[config.mk]
export PLATFORM = sky130hd
export DESIGN_NAME = web_guide_cmd
export DESIGN_NICKNAME = d
export VERILOG_FILES = /design/src/verilog/web_guide_pkg.sv /design/src/verilog/web_guide_cmd.sv /design/src/verilog/momentary_edge.sv /design/src/verilog/guide_point_clamp.sv
export SDC_FILE = /design/constraint.sdc
export NUM_CORES = 1
export LEC_CHECK = 0
export ABC_AREA = 0
export BUFFER_PORTS_ARGS = -buffer_cell sky130_fd_sc_hd__buf_2
export CAP_MARGIN = 20
export CORE_UTILIZATION = 33
export CTS_BUF_LIST = sky130_fd_sc_hd__clkbuf_8 sky130_fd_sc_hd__clkbuf_16
export CTS_CLUSTER_DIAMETER = 60
export CTS_CLUSTER_SIZE = 40
export DETAILED_ROUTE_END_ITERATION = 7
export GPL_TIMING_DRIVEN = 0
export PLACE_DENSITY = 0.56
export SETUP_SLACK_MARGIN = 0.5
export SYNTH_ARGS = -nofsm -noshare
export SYNTH_HDL_FRONTEND = slang
export SYNTH_SLANG_ARGS = --single-unit
[constraint.sdc]
create_clock -name mclk_i -period 5.32 [get_ports mclk_i]
set_input_delay 0.532 -clock mclk_i [delete_from_list [all_inputs] [get_ports mclk_i]]
set_output_delay 0.532 -clock mclk_i [all_outputs]
set_load 0.03 [all_outputs]
[src/verilog/web_guide_pkg.sv]
// constants shared by the web guide remote command decoder
package web_guide_pkg;

  // ==========================================================
  // process image word indices (writes from the controller)
  localparam logic [3:0] IDX_COMMAND = 4'h0;
  localparam logic [3:0] IDX_OFFSET = 4'h1;
  localparam logic [3:0] IDX_SPEED = 4'h2;
  localparam logic [3:0] IDX_ACCEL = 4'h3;
  localparam logic [3:0] IDX_PAGE = 4'h4;
  // status words read back by the controller
  localparam logic [3:0] IDX_STATUS_A = 4'hC;
  localparam logic [3:0] IDX_STATUS_B = 4'hD;

  // ==========================================================
  // command word fields
  localparam int BIT_REMOTE = 8;
  localparam int BIT_AUTO = 9;
  localparam int BIT_CENTER = 12;
  localparam int BIT_GROSS_EN = 13;
  localparam int BIT_GP_RESET = 14;
  localparam int BIT_POLARITY = 15;

  // speed word: enable in bit 15, value in bits 14..8
  localparam int BIT_SPEED_EN = 15;
  localparam int SPEED_LSB = 8;
  // acceleration word: enable in bit 7, value in bits 6..0
  localparam int BIT_ACCEL_EN = 7;
  localparam int ACCEL_LSB = 0;
  localparam logic [6:0] PARAM_MAX = 7'h64;

  // page select values
  localparam logic [15:0] PAGE_DEFAULT = 16'h0000;
  localparam logic [15:0] PAGE_WEB_GUIDE = 16'h0001;
  // accepted-page marker in bits 15 and 14 of the status words
  localparam logic [1:0] PAGE_ACK_MARK = 2'h3;

  // ==========================================================
  // reset values
  localparam logic [15:0] RST_WORD = 16'h0000;
  localparam logic [6:0] RST_SPEED = 7'h32;
  localparam logic [6:0] RST_ACCEL = 7'h32;

  // ==========================================================
  // distances: one offset step is 0.0635 mm = 63500 nm
  localparam int OFFSET_LSB_NM = 63500;
  localparam int MARGIN_NM = 3175000;
  // least margin rounds up to whole steps
  localparam logic [15:0] MARGIN_STEPS =
    16'((MARGIN_NM + OFFSET_LSB_NM - 1) / OFFSET_LSB_NM);

  // ==========================================================
  // timing
  localparam int CLK_HZ = 25000000;
  localparam int GP_RESET_TIMEOUT_MS = 5000;
  // longest time rounds down
  localparam int GP_RESET_TIMEOUT_CYC =
    (GP_RESET_TIMEOUT_MS * (CLK_HZ / 1000));

  typedef enum logic {
    GP_IDLE,
    GP_ARMED
  } gp_state_t;

endpackage

[src/verilog/web_guide_cmd.sv]
// remote command decoder of the web guide controller
//
// Contract
// - manual mode: bit 12 rising starts servo centering; zero does nothing.
// - automatic mode: bit 12 rising sets guide point to window middle.
// - bit 12 is never cleared by hardware; keeps last written value.
// - guide point keeps at least 3.175 mm travel on both sides; a window under 6.35 mm pins it to middle.
// - bit 13 gates offset writes; zero ignores them, one applies them.
// - bit 14 rising starts guide point reset: capture web, start timeout.
// - reset commits only if bit 14 returns to zero before timeout.
// - guide point reset honoured only in manual mode with remote bit set; the write returning bit 14 to zero commits whatever its bits 8 and 9.
// - bit 15 selects error polarity: zero standard, one reversed.
// - after reset polarity follows remote bit; local reversal then lost.
// - offset word is signed distance from middle; positive is right.
// - offset step is 0.0635 mm.
// - speed applied only with bit 15 set; value bits 14..8, 0..100.
// - acceleration applied only with bit 7 set; bits 6..0, 0..100.
// - page zero default map; page one puts parameters in words 12, 13.
// - accepted page one shows bits 15 and 14 set in words 12, 13.
// - bit 9 selects manual (zero) or automatic (one) mode.
// - bit 8 gives control to remote controller, else local operator.
`timescale 1ns/10ps
`default_nettype none
module web_guide_cmd #(
  parameter int GP_TIMEOUT_CYC = web_guide_pkg::GP_RESET_TIMEOUT_CYC
) (
  input wire logic mclk_i,
  input wire logic arst_n_i,
  // word writes from the fieldbus process image
  input wire logic wr_en_i,
  input wire logic [3:0] wr_idx_i,
  input wire logic [15:0] wr_data_i,
  // word reads into the fieldbus process image
  input wire logic [3:0] rd_idx_i,
  output logic [15:0] rd_data_o,
  // guide state
  input wire logic signed [15:0] web_pos_i,
  input wire logic [14:0] half_span_i,
  // local operator polarity setting
  input wire logic local_pol_we_i,
  input wire logic local_pol_i,
  // decoded outputs
  output logic remote_ctrl_o,
  output logic auto_mode_o,
  output logic servo_center_o,
  output logic signed [15:0] guide_point_o,
  output logic gp_reset_busy_o,
  output logic gp_reset_done_o,
  output logic polarity_rev_o,
  output logic [6:0] speed_o,
  output logic [6:0] accel_o,
  output logic page_o,
  output logic page_ack_o
);

  // ==========================================================
  // write decode
  logic wr_cmd;
  logic wr_offset;
  logic wr_speed;
  logic wr_accel;
  logic wr_page;

  assign wr_cmd = wr_en_i && (wr_idx_i == web_guide_pkg::IDX_COMMAND);
  assign wr_offset = wr_en_i && (wr_idx_i == web_guide_pkg::IDX_OFFSET);
  assign wr_speed = wr_en_i && (wr_idx_i == web_guide_pkg::IDX_SPEED);
  assign wr_accel = wr_en_i && (wr_idx_i == web_guide_pkg::IDX_ACCEL);
  assign wr_page = wr_en_i && (wr_idx_i == web_guide_pkg::IDX_PAGE);

  // ==========================================================
  // stored words, read back as written
  logic [15:0] cmd_q;
  logic [15:0] offset_q;
  logic [15:0] speed_word_q;
  logic [15:0] accel_word_q;
  logic [15:0] page_word_q;

  always_ff @(posedge mclk_i or negedge arst_n_i) begin
    if (!arst_n_i) begin
      cmd_q <= web_guide_pkg::RST_WORD;
    end else if (wr_cmd) begin
      cmd_q <= wr_data_i;
    end
  end

  always_ff @(posedge mclk_i or negedge arst_n_i) begin
    if (!arst_n_i) begin
      offset_q <= web_guide_pkg::RST_WORD;
      speed_word_q <= web_guide_pkg::RST_WORD;
      accel_word_q <= web_guide_pkg::RST_WORD;
      page_word_q <= web_guide_pkg::RST_WORD;
    end else begin
      if (wr_offset) begin
        offset_q <= wr_data_i;
      end
      if (wr_speed) begin
        speed_word_q <= wr_data_i;
      end
      if (wr_accel) begin
        accel_word_q <= wr_data_i;
      end
      if (wr_page) begin
        page_word_q <= wr_data_i;
      end
    end
  end

  // ==========================================================
  // mode bits
  logic remote;
  logic auto_mode;

  assign remote = cmd_q[web_guide_pkg::BIT_REMOTE];
  assign auto_mode = cmd_q[web_guide_pkg::BIT_AUTO];
  assign remote_ctrl_o = remote;
  assign auto_mode_o = auto_mode;

  // mode for the write itself: the new word decides what bit 12 means
  logic new_remote;
  logic new_auto;

  assign new_remote = wr_data_i[web_guide_pkg::BIT_REMOTE];
  assign new_auto = wr_data_i[web_guide_pkg::BIT_AUTO];

  // ==========================================================
  // momentary edges on bits 12 and 14
  logic [1:0] mom_old;
  logic [1:0] mom_new;
  logic [1:0] mom_rise;
  logic [1:0] mom_fall;

  assign mom_old = {cmd_q[web_guide_pkg::BIT_GP_RESET],
                    cmd_q[web_guide_pkg::BIT_CENTER]};
  assign mom_new = {wr_data_i[web_guide_pkg::BIT_GP_RESET],
                    wr_data_i[web_guide_pkg::BIT_CENTER]};

  momentary_edge #(
    .WIDTH(2)
  ) u_edge (
    .strobe_i(wr_cmd),
    .old_i(mom_old),
    .new_i(mom_new),
    .rise_o(mom_rise),
    .fall_o(mom_fall)
  );

  logic center_rise;
  logic center_act;
  logic gp_reset_rise;
  logic gp_reset_fall;

  // relies on the controller clearing bit 12 between actions
  assign center_rise = mom_rise[0];
  assign gp_reset_rise = mom_rise[1];
  assign gp_reset_fall = mom_fall[1];
  // local operator owns the guide unless remote bit is set
  assign center_act = center_rise && new_remote;

  // ==========================================================
  // servo centering in manual mode
  logic servo_center_q;

  // start centering once per rising bit
  always_ff @(posedge mclk_i or negedge arst_n_i) begin
    if (!arst_n_i) begin
      servo_center_q <= 1'b0;
    end else begin
      servo_center_q <= center_act && !new_auto;
    end
  end

  assign servo_center_o = servo_center_q;

  // ==========================================================
  // guide point reset handshake
  web_guide_pkg::gp_state_t gp_state_q;
  logic [31:0] gp_timer_q;
  logic signed [15:0] gp_capture_q;
  logic gp_commit;
  logic gp_start;
  logic gp_expired;

  // manual mode with remote control only
  assign gp_start = gp_reset_rise && new_remote && !new_auto;
  assign gp_expired = (gp_timer_q == 32'h0000_0000);
  // commit on return to zero before the timeout
  assign gp_commit = (gp_state_q == web_guide_pkg::GP_ARMED) &&
                     gp_reset_fall && !gp_expired;

  // capture web position and arm the timeout
  always_ff @(posedge mclk_i or negedge arst_n_i) begin
    if (!arst_n_i) begin
      gp_state_q <= web_guide_pkg::GP_IDLE;
      gp_timer_q <= 32'h0000_0000;
      gp_capture_q <= 16'sh0000;
    end else begin
      case (gp_state_q)
        web_guide_pkg::GP_IDLE: begin
          if (gp_start) begin
            gp_state_q <= web_guide_pkg::GP_ARMED;
            gp_timer_q <= 32'(GP_TIMEOUT_CYC);
            gp_capture_q <= web_pos_i;
          end
        end
        web_guide_pkg::GP_ARMED: begin
          // timeout, or lost authority while bit 14 stays set, discards the change
          if (gp_commit || gp_expired) begin
            gp_state_q <= web_guide_pkg::GP_IDLE;
          end else if (wr_cmd && (!new_remote || new_auto)) begin
            gp_state_q <= web_guide_pkg::GP_IDLE;
          end else begin
            gp_timer_q <= gp_timer_q - 32'h0000_0001;
          end
        end
        default: begin
          gp_state_q <= web_guide_pkg::GP_IDLE;
        end
      endcase
    end
  end

  assign gp_reset_busy_o = (gp_state_q == web_guide_pkg::GP_ARMED);

  logic gp_done_q;

  always_ff @(posedge mclk_i or negedge arst_n_i) begin
    if (!arst_n_i) begin
      gp_done_q <= 1'b0;
    end else begin
      gp_done_q <= gp_commit;
    end
  end

  assign gp_reset_done_o = gp_done_q;

  // ==========================================================
  // guide point
  logic gross_en;
  logic offset_apply;
  logic signed [15:0] gp_request;
  logic signed [15:0] gp_limited;
  logic signed [15:0] guide_point_q;

  assign gross_en = cmd_q[web_guide_pkg::BIT_GROSS_EN];
  assign offset_apply = wr_offset && gross_en;

  // signed distance from middle, positive to the right
  assign gp_request = gp_commit ? gp_capture_q : signed'(wr_data_i);

  // keep travel margin on both sides
  guide_point_clamp u_clamp (
    .req_i(gp_request),
    .half_span_i(half_span_i),
    .point_o(gp_limited)
  );

  // point held in 0.0635 mm steps, same unit as offset word
  always_ff @(posedge mclk_i or negedge arst_n_i) begin
    if (!arst_n_i) begin
      guide_point_q <= 16'sh0000;
    end else if (center_act && new_auto) begin
      guide_point_q <= 16'sh0000;
    end else if (gp_commit || offset_apply) begin
      guide_point_q <= gp_limited;
    end
  end

  assign guide_point_o = guide_point_q;

  // ==========================================================
  // error polarity
  logic polarity_q;

  // reset takes the remote bit, which powers up as zero
  always_ff @(posedge mclk_i or negedge arst_n_i) begin
    if (!arst_n_i) begin
      polarity_q <= 1'b0;
    end else if (wr_cmd) begin
      polarity_q <= wr_data_i[web_guide_pkg::BIT_POLARITY];
    end else if (local_pol_we_i && !remote) begin
      // local setting lives only until the next command word write or reset
      polarity_q <= local_pol_i;
    end
  end

  assign polarity_rev_o = polarity_q;

  // ==========================================================
  // actuator speed and acceleration
  logic [6:0] speed_q;
  logic [6:0] accel_q;
  logic [6:0] speed_val;
  logic [6:0] accel_val;

  assign speed_val = wr_data_i[web_guide_pkg::SPEED_LSB +: 7];
  assign accel_val = wr_data_i[web_guide_pkg::ACCEL_LSB +: 7];

  // out-of-range values are dropped rather than saturated
  // speed gated by bit 15
  always_ff @(posedge mclk_i or negedge arst_n_i) begin
    if (!arst_n_i) begin
      speed_q <= web_guide_pkg::RST_SPEED;
    end else if (wr_speed && wr_data_i[web_guide_pkg::BIT_SPEED_EN] &&
                 speed_val <= web_guide_pkg::PARAM_MAX) begin
      speed_q <= speed_val;
    end
  end

  always_ff @(posedge mclk_i or negedge arst_n_i) begin
    if (!arst_n_i) begin
      accel_q <= web_guide_pkg::RST_ACCEL;
    end else if (wr_accel && wr_data_i[web_guide_pkg::BIT_ACCEL_EN] &&
                 accel_val <= web_guide_pkg::PARAM_MAX) begin
      accel_q <= accel_val;
    end
  end

  assign speed_o = speed_q;
  assign accel_o = accel_q;

  // ==========================================================
  // output map page
  logic page_q;
  logic page_ack_q;

  // only pages zero and one are accepted
  always_ff @(posedge mclk_i or negedge arst_n_i) begin
    if (!arst_n_i) begin
      page_q <= 1'b0;
      page_ack_q <= 1'b0;
    end else if (wr_page) begin
      if (wr_data_i == web_guide_pkg::PAGE_WEB_GUIDE) begin
        page_q <= 1'b1;
        page_ack_q <= 1'b1;
      end else if (wr_data_i == web_guide_pkg::PAGE_DEFAULT) begin
        page_q <= 1'b0;
        page_ack_q <= 1'b0;
      end
    end
  end

  assign page_o = page_q;
  assign page_ack_o = page_ack_q;

  // ==========================================================
  // read back
  logic [15:0] status_a;
  logic [15:0] status_b;

  // acceptance marker in bits 15 and 14
  always_comb begin
    if (page_ack_q) begin
      status_a = {web_guide_pkg::PAGE_ACK_MARK, speed_q, accel_q};
      status_b = {web_guide_pkg::PAGE_ACK_MARK, guide_point_q[13:0]};
    end else begin
      status_a = web_guide_pkg::RST_WORD;
      status_b = web_guide_pkg::RST_WORD;
    end
  end

  logic [15:0] rd_data_q;

  always_ff @(posedge mclk_i or negedge arst_n_i) begin
    if (!arst_n_i) begin
      rd_data_q <= web_guide_pkg::RST_WORD;
    end else begin
      case (rd_idx_i)
        web_guide_pkg::IDX_COMMAND: rd_data_q <= cmd_q;
        web_guide_pkg::IDX_OFFSET: rd_data_q <= offset_q;
        web_guide_pkg::IDX_SPEED: rd_data_q <= speed_word_q;
        web_guide_pkg::IDX_ACCEL: rd_data_q <= accel_word_q;
        web_guide_pkg::IDX_PAGE: rd_data_q <= page_word_q;
        web_guide_pkg::IDX_STATUS_A: rd_data_q <= status_a;
        web_guide_pkg::IDX_STATUS_B: rd_data_q <= status_b;
        default: rd_data_q <= web_guide_pkg::RST_WORD;
      endcase
    end
  end

  assign rd_data_o = rd_data_q;

endmodule
`default_nettype wire

[src/verilog/momentary_edge.sv]
// zero-to-one and one-to-zero detector for momentary command bits across word writes
`timescale 1ns/10ps
`default_nettype none
module momentary_edge #(
  parameter int WIDTH = 4
) (
  input wire logic strobe_i,
  input wire logic [WIDTH-1:0] old_i,
  input wire logic [WIDTH-1:0] new_i,
  output logic [WIDTH-1:0] rise_o,
  output logic [WIDTH-1:0] fall_o
);

  // held ones give no edge, so a bit left at one acts once
  assign rise_o = strobe_i ? (new_i & ~old_i) : '0;
  assign fall_o = strobe_i ? (old_i & ~new_i) : '0;

endmodule
`default_nettype wire

[src/verilog/guide_point_clamp.sv]
// limits a requested guide point to keep travel margin on both sides
`timescale 1ns/10ps
`default_nettype none
module guide_point_clamp (
  input wire logic signed [15:0] req_i,
  input wire logic [14:0] half_span_i,
  output logic signed [15:0] point_o
);

  logic signed [15:0] limit;

  // a window narrower than twice the margin pins the point to middle
  always_comb begin
    if ({1'b0, half_span_i} > web_guide_pkg::MARGIN_STEPS) begin
      limit = signed'({1'b0, half_span_i} - web_guide_pkg::MARGIN_STEPS);
    end else begin
      limit = 16'sh0000;
    end
  end

  always_comb begin
    if (req_i > limit) begin
      point_o = limit;
    end else if (req_i < -limit) begin
      point_o = -limit;
    end else begin
      point_o = req_i;
    end
  end

endmodule
`default_nettype wire

==> results of run 1 <==
## stage by stage
stage	setup slack, ns	TNS, ns
after global routing	0.472	0
after floorplan	0.573	0
after detailed placement	-0.497	-4.87
after global placement	-0.514	-5.33
final	0.636	0
after CTS	0.511	0
## layer usage
layer	track usage	wire length [um]	vias to the layer above	share of wire
met5	0	0	-	0
met2	0.305	13300	178	0.47
li1	-	-	3849	-
met1	0.258	13200	3932	0.47
met3	0.0302	1060	30	0.038
met4	0.0599	580	0	0.021
## logic make-up after synthesis
group	count (synthesis)	synth area share
and+or+nand+nor	376	0.185
AOI/OAI and AO/OA	180	0.128
DFF	179	0.459
muxes	103	0.116
buffers and inverters	71	0.0296
xor gates and xnor gates	41	0.0368
adders and majority gates	35	0.0448
## power by group
group,internal (W),switching (W),leakage [nW]
registers,0.00168,0.000252,2.29
logic,0.000485,0.000661,2.90
clock network,0.000646,0.000636,0.299
## area by class of cell
cell class,instances,area [um2]
inverter,20,75.1
clock buffer,17,425
sequential,179,4490
clock inverter,15,191
timing repair buffer,128,718
fill,2841,17100
tap,384,480
buffer,51,244
multi-input combinational,735,5170
antenna,1,2.50
## state kept, by name (all words and copies together) (netlist names)
signal	flops
page_ack_o	1
gp_timer_q	32
gp_reset_busy_o	1
rd_data_o	16
offset_q	16
accel_word_q	16
page_word_q	16
accel_o	7
servo_center_o	1
speed_o	7
cmd_q	16
gp_reset_done_o	1
speed_word_q	16
gp_capture_q	16
polarity_rev_o	1
guide_point_o	16
## Yosys cell counts (3+ instances only)
cell type / instances / share of area
nand2b_1: 7 / 0.0045
a221oi_1: 14 / 0.013
a21oi_1: 26 / 0.013
ha_1: 35 / 0.045
dfstp_2: 6 / 0.016
o22a_1: 5 / 0.0045
nor2_1: 57 / 0.022
or4_1: 6 / 0.0046
dfrtp_1: 173 / 0.44
o21ai_0: 40 / 0.020
mux2_1: 4 / 0.0046
nor2b_1: 7 / 0.0045
nor4_2: 5 / 0.0064
buf_2: 6 / 0.0031
mux2_2: 80 / 0.092
o211ai_1: 7 / 0.0054
nor3_1: 14 / 0.0072
a222oi_1: 3 / 0.0031
and3_1: 3 / 0.0019
nand4b_1: 3 / 0.0027
mux2i_1: 19 / 0.019
a31oi_1: 9 / 0.0058
a21o_1: 7 / 0.0054
a221o_1: 6 / 0.0062
nor4_1: 17 / 0.011
or3_1: 12 / 0.0077
nand3_1: 20 / 0.010
inv_1: 20 / 0.0077
clkbuf_1: 41 / 0.016
xnor2_1: 27 / 0.024
o31a_1: 3 / 0.0027
a22oi_1: 21 / 0.016
a211o_1: 6 / 0.0054
a211oi_1: 7 / 0.0054
xor2_1: 14 / 0.013
or2_2: 4 / 0.0026
nand4_1: 10 / 0.0064
o21ai_1: 6 / 0.0031
nor3b_1: 4 / 0.0031
nand2_1: 186 / 0.071
and2_1: 8 / 0.0051
## final timing paths
path                                                 start                       endpoint  slack (ns)
max in group asynchronous                         arst_n_i         accel_o[1]$_DFFE_PN1P_        4.33
worst max-delay path            gp_timer_q[10]$_DFFE_PN0P_  guide_point_o[13]$_DFFE_PN0P_        0.64
worst max register to register  gp_timer_q[10]$_DFFE_PN0P_  guide_point_o[13]$_DFFE_PN0P_        0.64
worst min-delay path                              arst_n_i     gp_timer_q[25]$_DFFE_PN0P_        0.08
worst min register to register        cmd_q[2]$_DFFE_PN0P_           cmd_q[2]$_DFFE_PN0P_        0.48
min in group mclk_i                           web_pos_i[9]    gp_capture_q[9]$_DFFE_PN0P_        0.28
## cells in the final DEF (no fill, tap or decap), types with 21 or more instances in the layout
cell      count
xnor2_1      27
a22oi_1      21
ha_1         33
buf_4        24
o21ai_0      38
dfrtp_1     173
a21oi_1      24
clkbuf_1     35
nand2_1     185
nor2_1       54
buf_2       111
mux2_2       83
## timing repair
action,CTS,global route
setup endpoints to repair,16,16
resized for setup,18,39
cloned,0,0
setup buffers,2,16
endpoints found under the hold margin,0,0
pin swaps,3,14
==> summary.md, run 1 <==
| Metric | Value |
|---|---|
| Outcome | `finished, final reports clean` |
| CP Data Arrival Time | `between 4 and 5 ns` |
| Hold Path Class | `in -> async` |
| Synthesized net count | `1,080` |
| Total Wirelength | `28,100 um` |
| Slew Viols, Final | `0` |
| Worst vdd ir | `0.226 mV` |
| Critical Path RT | `5.61 ns` |
| Via count | `7,989` |
| Synth Area per Inst | `9.91 um2` |
| Total GRT Usage | `0.189` |
| Crit path max fanout | `10` |
| Pwr dens | `370 nW/um2` |
| Final Setup Violations | `0` |
| Routability cong. | `0.895` |
| Largest stage delay, worst path | `0.54 ns` |
| Leakage power | `5.49 nW` |
| Initial DRC count | `684` |
| CTS HTree Levels | `4` |
| Stages on the worst setup path | `16` |
| Layout Cells excl Fill | `1,530` |
| Drt first pass iters | `7` |
| Worst-path clk slew | `0.08 ns` |
| Die Footprint | `just over 30,000 um2` |
| Fin crit share | `0.880` |
| PortBufs | `106` |
| DRT antenna net count | `0` |
| Layout cell share with drive strength beyond 1 | `0.266` |
| Synth unique cells | `72` |
| Vias in the first global route | `between 7,000 and 8,000` |
| Slowest CP cell | `or4_4` |
| Final Cell Area | `11,800 um2` |
| Final core occ | `0.408` |
| Clock buffer depth | `2` |
| Measured slew at the worst slew-check pin | `between 0.9 and 1 ns` |
| CP Buf/Inv Count | `3` |
| Max cap viols | `0` |
| Placed insts | `~1,500` |
| CP most frequent cell | `buf_4` |
| Most used DFF post-synth | `dfrtp_1` |
| Syn Inst Count | `985` |
| Hold Slack | `0.0835 ns` |
| Post-synthesis register bit count | `179` |
| Global-route wire length before repair | `44,500 um` |
| Setup crit start kind | `flop` |
| Reg2reg path depth | `16` |
| TritonCTS buffer count | `17` |
| Worst slew margin | `0.380` |
| Number of synthesized flops with an enable pin | `0` |
| Largest net degree at the start of global routing | `96` |
| Final net count | `1,227` |
| Num rows | `62` |
| Avg WL per Cell | `18.4 um` |
| Delay-heaviest family, CP | `simple AND/OR/NAND/NOR gates` |
| Post-CTS Hold Buffers | `0` |
| Final hold vios | `0` |
| Root Buffer Master | `clkbuf_16` |
| Io pins | `114` |
| Critical path class | `reg -> reg` |
| Clk_lat worst skew | `0.43 ns` |
| Dpl hpwl | `21,500 um` |
| Max Freq | `about 210 MHz` |
| Seq/Total Area, Yosys | `0.459` |
| Area growth syn-to-layout | `20.7%` |
| Die height | `174 um` |
| Die width | `around 170 um` |
| Initial antenna violation count | `1` |
| DRC Markers | `0` |
| Starting Density | `0.337` |
| Unrepaired setup endpoints after global routing | `false` |
| Min cycle time layout | `4.68 ns` |
| Clock Skew | `0.0145 ns` |
| Post-Syn Area | `9770 um2` |
| CP Capture Type | `flop` |
| CTS tree | `done` |
| Syn. warnings | `0` |
| CP cell instances | `or4_4 > or4_4 > buf_4 > nor4_4 > nor2_4 > buf_4 > mux2_2 > ha_1 > a211o_1 > a221o_1 > a31oi_4 > o21a_4 > buf_4 > nor2_4 > a222oi_1 > o31ai_1` |
| Design Power | `between 0.004 and 0.005 W` |
| Post-DP Area | `approximately 11,000 um2` |
| Vias per std cell | `roughly 5.2` |
| Sink Count | `179` |
| Core region area | `28,900 um2` |
| Congestion Overflow GR | `0` |
| Ys async rst share | `1.00` |
Note: power is estimated with default switching activity, not from simulation.
==> run 2: changes to the inputs <==
CORE_UTILIZATION = 30   (was 33)
PLACE_DENSITY = 0.53   (was 0.56)
==> run 2 against run 1 <==
Effect of this change:
- count of clock-buffer cells in the layout stayed put
- global-route usage fell by 1.1 points
- hold slack got worse by 0.048 ns
- die area rose by 9.9%
- critical path depth unchanged
- maximum frequency is 1.4% lower
- sequential power barely moved
- first-iteration DRC count fell by 14%
==> summary.md, run 2 (synthesis gave the netlist of run 1 again) <==
| Metric | Value |
|---|---|
| CP Capture Type | `flop (unchanged)` |
| Ant. Diodes | `0 (was 1)` |
| Drt first pass iters | `5 (was 7)` |
| DRT antenna net count | `0 (unchanged)` |
| Clk_lat worst skew | `0.45 ns (was 0.43 ns)` |
| Worst-path clk slew | `0.07 ns (was 0.08 ns)` |
| Final Setup Violations | `0 (unchanged)` |
| Placed insts | `1,530 (was 1,478)` |
| Max Freq | `210 MHz (was 214 MHz)` |
| Initial DRC count | `586 (was 684)` |
| CP most frequent cell | `buf_6 (was buf_4)` |
| Total Wirelength | `29,400 um (was 28,100 um)` |
| Largest stage delay, worst path | `0.57 ns (was 0.54 ns)` |
| Sink Count | `179 (unchanged)` |
| Setup crit start kind | `flop (unchanged)` |
| Largest register FFs | `32 (unchanged)` |
| Critical path class | `reg -> reg (unchanged)` |
| Pwr dens | `370 nW/um2 (about the same)` |
| Final hold vios | `0 (unchanged)` |
| Setup Total Neg Slack | `0 ns (unchanged)` |
| Avg WL per Cell | `18.6 um (was 18.4 um)` |
| DRC Markers | `0 (unchanged)` |
| Vias per std cell | `5.10 (was 5.22)` |
| Reg2reg path depth | `16 (unchanged)` |
| R2R Setup Slk | `0.57 ns (was 0.64 ns)` |
| CP Data Arrival Time | `5.06 ns (was 4.98 ns)` |
| Starting Density | `0.307 (was 0.337)` |
| Slowest CP cell | `or4_4 (unchanged)` |
| Critical Path RT | `5.63 ns (was 5.61 ns)` |
| Crit path max fanout | `7 (was 10)` |
| Layout cell share with drive strength beyond 1 | `0.265 (was 0.266)` |
| Root Buffer Master | `clkbuf_16 (unchanged)` |
| Hold Path Class | `in -> async (unchanged)` |
| Min cycle time layout | `4.75 ns (was 4.68 ns)` |
| Slew Viols, Final | `0 (unchanged)` |
| Die Footprint | `33,300 um2 (was 30,300 um2)` |
| Core region area | `31,800 um2 (was 28,900 um2)` |
| Largest net degree at the start of global routing | `119 (was 96)` |
| Post-DP Area | `10,900 um2 (was 10,800 um2)` |
| Routability cong. | `0.875 (was 0.895)` |
| Dpl hpwl | `22,100 um (was 21,500 um)` |
| Leakage power | `5.47 nW (was 5.49 nW)` |
| Initial antenna violation count | `1 (unchanged)` |
| Congestion Overflow GR | `0 (unchanged)` |
| Vias in the first global route | `7,723 (was 7,849)` |
| Measured slew at the worst slew-check pin | `0.955 ns (was 0.923 ns)` |
| Io pins | `114 (unchanged)` |
| CTS tree | `done (unchanged)` |
| Die height | `182 um (was 174 um)` |
| Via count | `8,047 (was 7,989)` |
| Post-CTS Hold Buffers | `0 (unchanged)` |
| CP Buf/Inv Count | `3 (unchanged)` |
| Critical R2R Launch | `gp_timer_q[12]$_DFFE_PN0P_ (was gp_timer_q[10]$_DFFE_PN0P_)` |
| Worst vdd ir | `0.187 mV (was 0.226 mV)` |
| Design Power | `0.00439 W (was 0.00436 W)` |
| Area growth syn-to-layout | `21.5% (was 20.7%)` |
| Stages on the worst setup path | `16 (unchanged)` |
| Max cap viols | `0 (unchanged)` |
| Largest Register | `gp_timer_q (unchanged)` |
| Layout Cells excl Fill | `1,577 (was 1,530)` |
| PortBufs | `106 (unchanged)` |
| CTS HTree Levels | `4 (unchanged)` |
| Final net count | `1,224 (was 1,227)` |
| Clock buffer depth | `2 (unchanged)` |
| Worst slew margin | `0.358 (was 0.380)` |
| TritonCTS buffer count | `17 (unchanged)` |
| Die width | `182 um (was 174 um)` |
| Total GRT Usage | `0.177 (was 0.189)` |
| Met3 Wirelength | `1170 um (was 1060 um)` |
| Num rows | `65 (was 62)` |
| Delay-heaviest family, CP | `simple AND/OR/NAND/NOR gates (unchanged)` |
| Top Metal Used | `met5 (was met4)` |
| Critical Path End | `guide_point_o[14]$_DFFE_PN0P_ (was guide_point_o[13]$_DFFE_PN0P_)` |
| Reg-to-reg endpoint | `guide_point_o[14]$_DFFE_PN0P_ (was guide_point_o[13]$_DFFE_PN0P_)` |
| Global-route wire length before repair | `45,000 um (was 44,500 um)` |
| Final Cell Area | `11,900 um2 (was 11,800 um2)` |
| Clock Skew | `0.0128 ns (was 0.0145 ns)` |
| Most frequent cells in the layout | `nand2_1, dfrtp_1, buf_2, mux2_2, nor2_1 (unchanged)` |
| DRT met1 WL | `13,900 um (was 13,200 um)` |
| Fin crit share | `0.893 (was 0.880)` |
| DR WL met2 | `13,700 um (was 13,300 um)` |
| Outcome | `finished, final reports clean (unchanged)` |
| CP cell instances | `or4_4 > or4_4 > buf_6 > nor4_4 > nor2_4 > buf_6 > mux2_2 > ha_1 > a22oi_1 > nand2_1 > o32ai_1 > mux2_4 > nor2b_4 > buf_6 > a222oi_1 > nand3_1 (was or4_4 > or4_4 > buf_4 > nor4_4 > nor2_4 > buf_4 > mux2_2 > ha_1 > a211o_1 > a221o_1 > a31oi_4 > o21a_4 > buf_4 > nor2_4 > a222oi_1 > o31ai_1)` |
| Most common cell after layout, fill and taps aside | `nand2_1 (unchanged)` |
| Unrepaired setup endpoints after global routing | `false (unchanged)` |
| Critical Path Source | `gp_timer_q[12]$_DFFE_PN0P_ (was gp_timer_q[10]$_DFFE_PN0P_)` |
run 2: changes by cell type in the layout (fill, tap and decap cells not counted), sizes merged:
| cell | delta |
|---|---|
| buf | -2 |
| clkinv | -2 |
| clkbuf | -1 |
| diode | -1 |
| bufinv | +1 |
| clkinvlp | +1 |
run 2: layout make-up:
cell class	instances	area (um2)
fill	3236	19900
multi-input combinational	735	5180
sequential	179	4490
timing repair buffer	125	712
tap	435	544
clock buffer	17	425
buffer	51	259
clock inverter	15	183
inverter	20	75.1
run 2: worst register-to-register path, cell delays in order, from the launching register on:
cell      delay, ns
dfrtp_1        0.40
or4_4          0.57
or4_4          0.43
buf_6          0.14
nor4_4         0.37
nor2_4         0.13
buf_6          0.15
mux2_2         0.31
ha_1           0.32
a22oi_1        0.18
nand2_1        0.08
o32ai_1        0.46
mux2_4         0.37
nor2b_4        0.14
buf_6          0.16
a222oi_1       0.31
nand3_1        0.11
run 2: worst min path at each step:
| stage | startpoint | to | depth (start not counted) |
|---|---|---|---|
| floorplan | arst_n_i | accel_o[0]$_DFFE_PN0P_ | 0 |
| global placement | gp_capture_q[1]$_DFFE_PN0P_ | gp_capture_q[1]$_DFFE_PN0P_ | 2 |
| detailed placement | gp_capture_q[1]$_DFFE_PN0P_ | gp_capture_q[1]$_DFFE_PN0P_ | 2 |
| CTS | arst_n_i | guide_point_o[2]$_DFFE_PN0P_ | 1 |
| global route | arst_n_i | guide_point_o[2]$_DFFE_PN0P_ | 1 |
| finish | arst_n_i | gp_timer_q[24]$_DFFE_PN0P_ | 1 |
run 2: per-stage QoR:
step | setup slack (ns) | hold WS (ns) | utilization
4_1_cts | 0.530 | 0.0502 | 0.364
6_report | 0.568 | 0.0354 | 0.373
3_3_place_gp | -0.503 | 0.453 | 0.341
5_1_grt | 0.438 | 0.0696 | 0.373
2_1_floorplan | 0.573 | 0.236 | -
3_5_place_dp | -0.449 | 0.457 | 0.343
run 2: timing repair:
action                                  in CTS  in global routing
buffers inserted                             0                 15
pin swaps                                    2                 11
resized for setup                           19                 46
endpoints found under the setup margin      16                 16
run 2: where the power goes:
group,switching (W),internal [W],leakage (nW)
Combinational,0.000659,0.000484,2.89
Sequential,0.000260,0.00168,2.29
Clock,0.000631,0.000677,0.296
Total,0.00155,0.00284,5.47
run 2: per-layer routing:
layer  up-vias  track usage
met5         -            0
met4         2       0.0481
met3        38       0.0281
met2       200        0.282
li1       3855            -
met1      3952        0.250
==> run 3: changes to the inputs <==
PLACE_DENSITY = 0.47   (was 0.53)
==> run 3 against run 2 <==
Effect of this change:
- global-route usage up 0.78 points
- clock power down 7%
- non-clock buffer count fell by 5
- sequential cell count is the same
- design area shrank 0.96%
- utilization down 0.36 points
- maximum frequency rose by 2.1%
- critical path depth is 1 lower
- hold slack improved by 0.054 ns
- register-to-register slack improved by 0.099 ns
==> summary.md, run 3 (synthesis gave the netlist of run 1 again) <==
| Metric | Value |
|---|---|
| Fin crit share | `0.875 (was 0.893)` |
| Measured slew at the worst slew-check pin | `0.845 ns (was 0.955 ns)` |
| Global-route wire length before repair | `46,800 um (was 45,000 um)` |
| Hold Slack | `0.0892 ns (was 0.0354 ns)` |
| Setup Total Neg Slack | `0 ns (unchanged)` |
| Slowest CP cell | `or4_4 (unchanged)` |
| Total GRT Usage | `0.185 (was 0.177)` |
| Final core occ | `0.370 (was 0.373)` |
| Clk_lat worst skew | `0.45 ns (about the same)` |
| CP cell instances | `or4_4 > or4_1 > buf_4 > nor4_4 > nor2_4 > buf_4 > mux2_2 > ha_1 > a211o_1 > a221o_1 > a31oi_4 > o21ai_4 > or3b_2 > a21oi_1 > a211o_1 (was or4_4 > or4_4 > buf_6 > nor4_4 > nor2_4 > buf_6 > mux2_2 > ha_1 > a22oi_1 > nand2_1 > o32ai_1 > mux2_4 > nor2b_4 > buf_6 > a222oi_1 > nand3_1)` |
| CP Data Arrival Time | `5.03 ns (was 5.06 ns)` |
| Drt first pass iters | `5 (unchanged)` |
| Crit path max fanout | `7 (unchanged)` |
| Logic pwr share | `0.264 (was 0.260)` |
| Die height | `182 um (unchanged)` |
| Clock buffer depth | `2 (unchanged)` |
| Pwr dens | `365 nW/um2 (was 370 nW/um2)` |
| Layout cell share with drive strength beyond 1 | `0.260 (was 0.265)` |
| Outcome | `finished, final reports clean (unchanged)` |
| Unrepaired setup endpoints after global routing | `true (was false)` |
| Largest net degree at the start of global routing | `103 (was 119)` |
| Die width | `182 um (unchanged)` |
| Final hold vios | `0 (unchanged)` |
| Post-DP Area | `10,900 um2 (about the same)` |
| Reg2reg path depth | `15 (was 16)` |
| CTS HTree Levels | `4 (unchanged)` |
| Area growth syn-to-layout | `20.4% (was 21.5%)` |
| Avg WL per Cell | `19.0 um (was 18.6 um)` |
| Initial DRC count | `431 (was 586)` |
| Routability cong. | `0.848 (was 0.875)` |
| Critical path class | `reg -> reg (unchanged)` |
| DP Worst Slack | `-0.466 ns (was -0.449 ns)` |
| Critical Path RT | `5.70 ns (was 5.63 ns)` |
| Clock Skew | `0.0165 ns (was 0.0128 ns)` |
| Io pins | `114 (unchanged)` |
| Most frequent cells in the layout | `nand2_1, dfrtp_1, buf_2, mux2_2, nor2_1 (unchanged)` |
| Hold Path Class | `in -> async (unchanged)` |
| Vias per std cell | `5.03 (was 5.10)` |
| Slew Viols, Final | `0 (unchanged)` |
| Part of the power in registers | `0.451 (was 0.442)` |
| CTS tree | `done (unchanged)` |
| Core region area | `31,800 um2 (unchanged)` |
| DRC Markers | `0 (unchanged)` |
| Most common cell after layout, fill and taps aside | `nand2_1 (unchanged)` |
| Setup crit start kind | `flop (unchanged)` |
| R2R Setup Slk | `0.67 ns (was 0.57 ns)` |
| Dpl hpwl | `22,500 um (was 22,100 um)` |
| Congestion Overflow GR | `0 (unchanged)` |
| Final net count | `1,219 (was 1,224)` |
| PortBufs | `106 (unchanged)` |
| Min cycle time layout | `4.65 ns (was 4.75 ns)` |
| Largest Register | `gp_timer_q (unchanged)` |
| Initial antenna violation count | `0 (was 1)` |
| Min setup slack post-route | `0.667 ns (was 0.568 ns)` |
| Final Cell Area | `11,800 um2 (was 11,900 um2)` |
| Via count | `7,905 (was 8,047)` |
| Max Freq | `215 MHz (was 210 MHz)` |
| Largest register FFs | `32 (unchanged)` |
| Critical R2R Launch | `gp_timer_q[9]$_DFFE_PN0P_ (was gp_timer_q[12]$_DFFE_PN0P_)` |
| Internal power | `0.00278 W (was 0.00284 W)` |
| DRT antenna net count | `0 (unchanged)` |
| Max cap viols | `0 (unchanged)` |
| Root Buffer Master | `clkbuf_16 (unchanged)` |
| Ant. Diodes | `0 (unchanged)` |
| Leakage power | `5.42 nW (was 5.47 nW)` |
| Worst slew margin | `0.437 (was 0.358)` |
| Worst vdd ir | `0.234 mV (was 0.187 mV)` |
| Sink Count | `179 (unchanged)` |
| Sw Ratio | `0.352 (was 0.353)` |
| Worst-path clk slew | `0.07 ns (about the same)` |
| Starting Density | `0.307 (unchanged)` |
| Final Setup Violations | `0 (unchanged)` |
| Vias in the first global route | `7,976 (was 7,723)` |
| Reg-to-reg endpoint | `guide_point_o[7]$_DFFE_PN0P_ (was guide_point_o[14]$_DFFE_PN0P_)` |
| Num rows | `65 (unchanged)` |
| CP Capture Type | `flop (unchanged)` |
| Clk pwr share | `0.285 (was 0.298)` |
| Die Footprint | `33,300 um2 (unchanged)` |
| Largest stage delay, worst path | `0.56 ns (was 0.57 ns)` |
| Total Wirelength | `29,900 um (was 29,400 um)` |
| TritonCTS buffer count | `17 (unchanged)` |
| P_sw | `0.00151 W (was 0.00155 W)` |
[run 3: worst max-delay path by stage]
stage / start / slack (ns) / end / cells after the start
after global routing: gp_timer_q[9]$_DFFE_PN0P_ / 0.45 / guide_point_o[14]$_DFFE_PN0P_ / 17
after CTS: half_span_i[3] / 0.50 / guide_point_o[8]$_DFFE_PN0P_ / 24
after floorplan: half_span_i[8] / 0.57 / guide_point_o[8]$_DFFE_PN0P_ / 23
after detailed placement: half_span_i[11] / -0.47 / guide_point_o[14]$_DFFE_PN0P_ / 23
after global placement: wr_idx_i[2] / -0.56 / guide_point_o[14]$_DFFE_PN0P_ / 16
final: gp_timer_q[9]$_DFFE_PN0P_ / 0.67 / guide_point_o[7]$_DFFE_PN0P_ / 15
[run 3: timing repair]
action | CTS | global route
endpoints found under the setup margin | 16 | 16
resized for setup | 17 | 41
pin swaps | 2 | 14
buffers inserted | 0 | 9
hold buffers | 0 | 0
hold endpoints to repair | 0 | 0
[run 3: cell type report]
type	count	area (um2)
Fill cell	3238	20000
Multi-Input combinational cell	735	5170
Sequential cell	179	4490
Timing Repair Buffer	120	663
Tap cell	435	544
Clock buffer	18	439
Buffer	51	248
Clock inverter	14	126
Inverter	20	75.1
[run 3: power groups by stage]
stage	Combinational, W	Clock (W)	Sequential (W)
CTS	0.00111	0.00126	0.00193
detailed placement	0.00109	0	0.00196
floorplan	0.000655	0	0.00201
global placement	0.00107	0	0.00195
finish	0.00113	0.00122	0.00193
global route	0.00126	0.00131	0.00198
[run 3: through the flow]
stage | total power [W] | std cells
finish | 0.00429 | 1572
global route | 0.00455 | 1572
CTS | 0.00431 | 1563
detailed placement | 0.00305 | 1531
global placement | 0.00303 | 1526
floorplan | 0.00267 | 985
[run 3: worst max-delay path: cells and delay by family (launching register included)]
kind                     cells  cell delay (ns)
buffers and inverters        2             0.33
adder cells (fa/ha/maj)      1             0.32
AO/OA/AOI/OAI                6             1.33
multiplexers                 1             0.31
flip-flops                   1             0.40
AND/OR/NAND/NOR              5             1.89
[run 3: routing by layer]
metal	global-route usage	share of wire	vias up
met5	0	0	-
li1	-	-	3822
met4	0.0578	0.017	0
met2	0.302	0.48	160
met1	0.251	0.47	3893
met3	0.0295	0.034	30
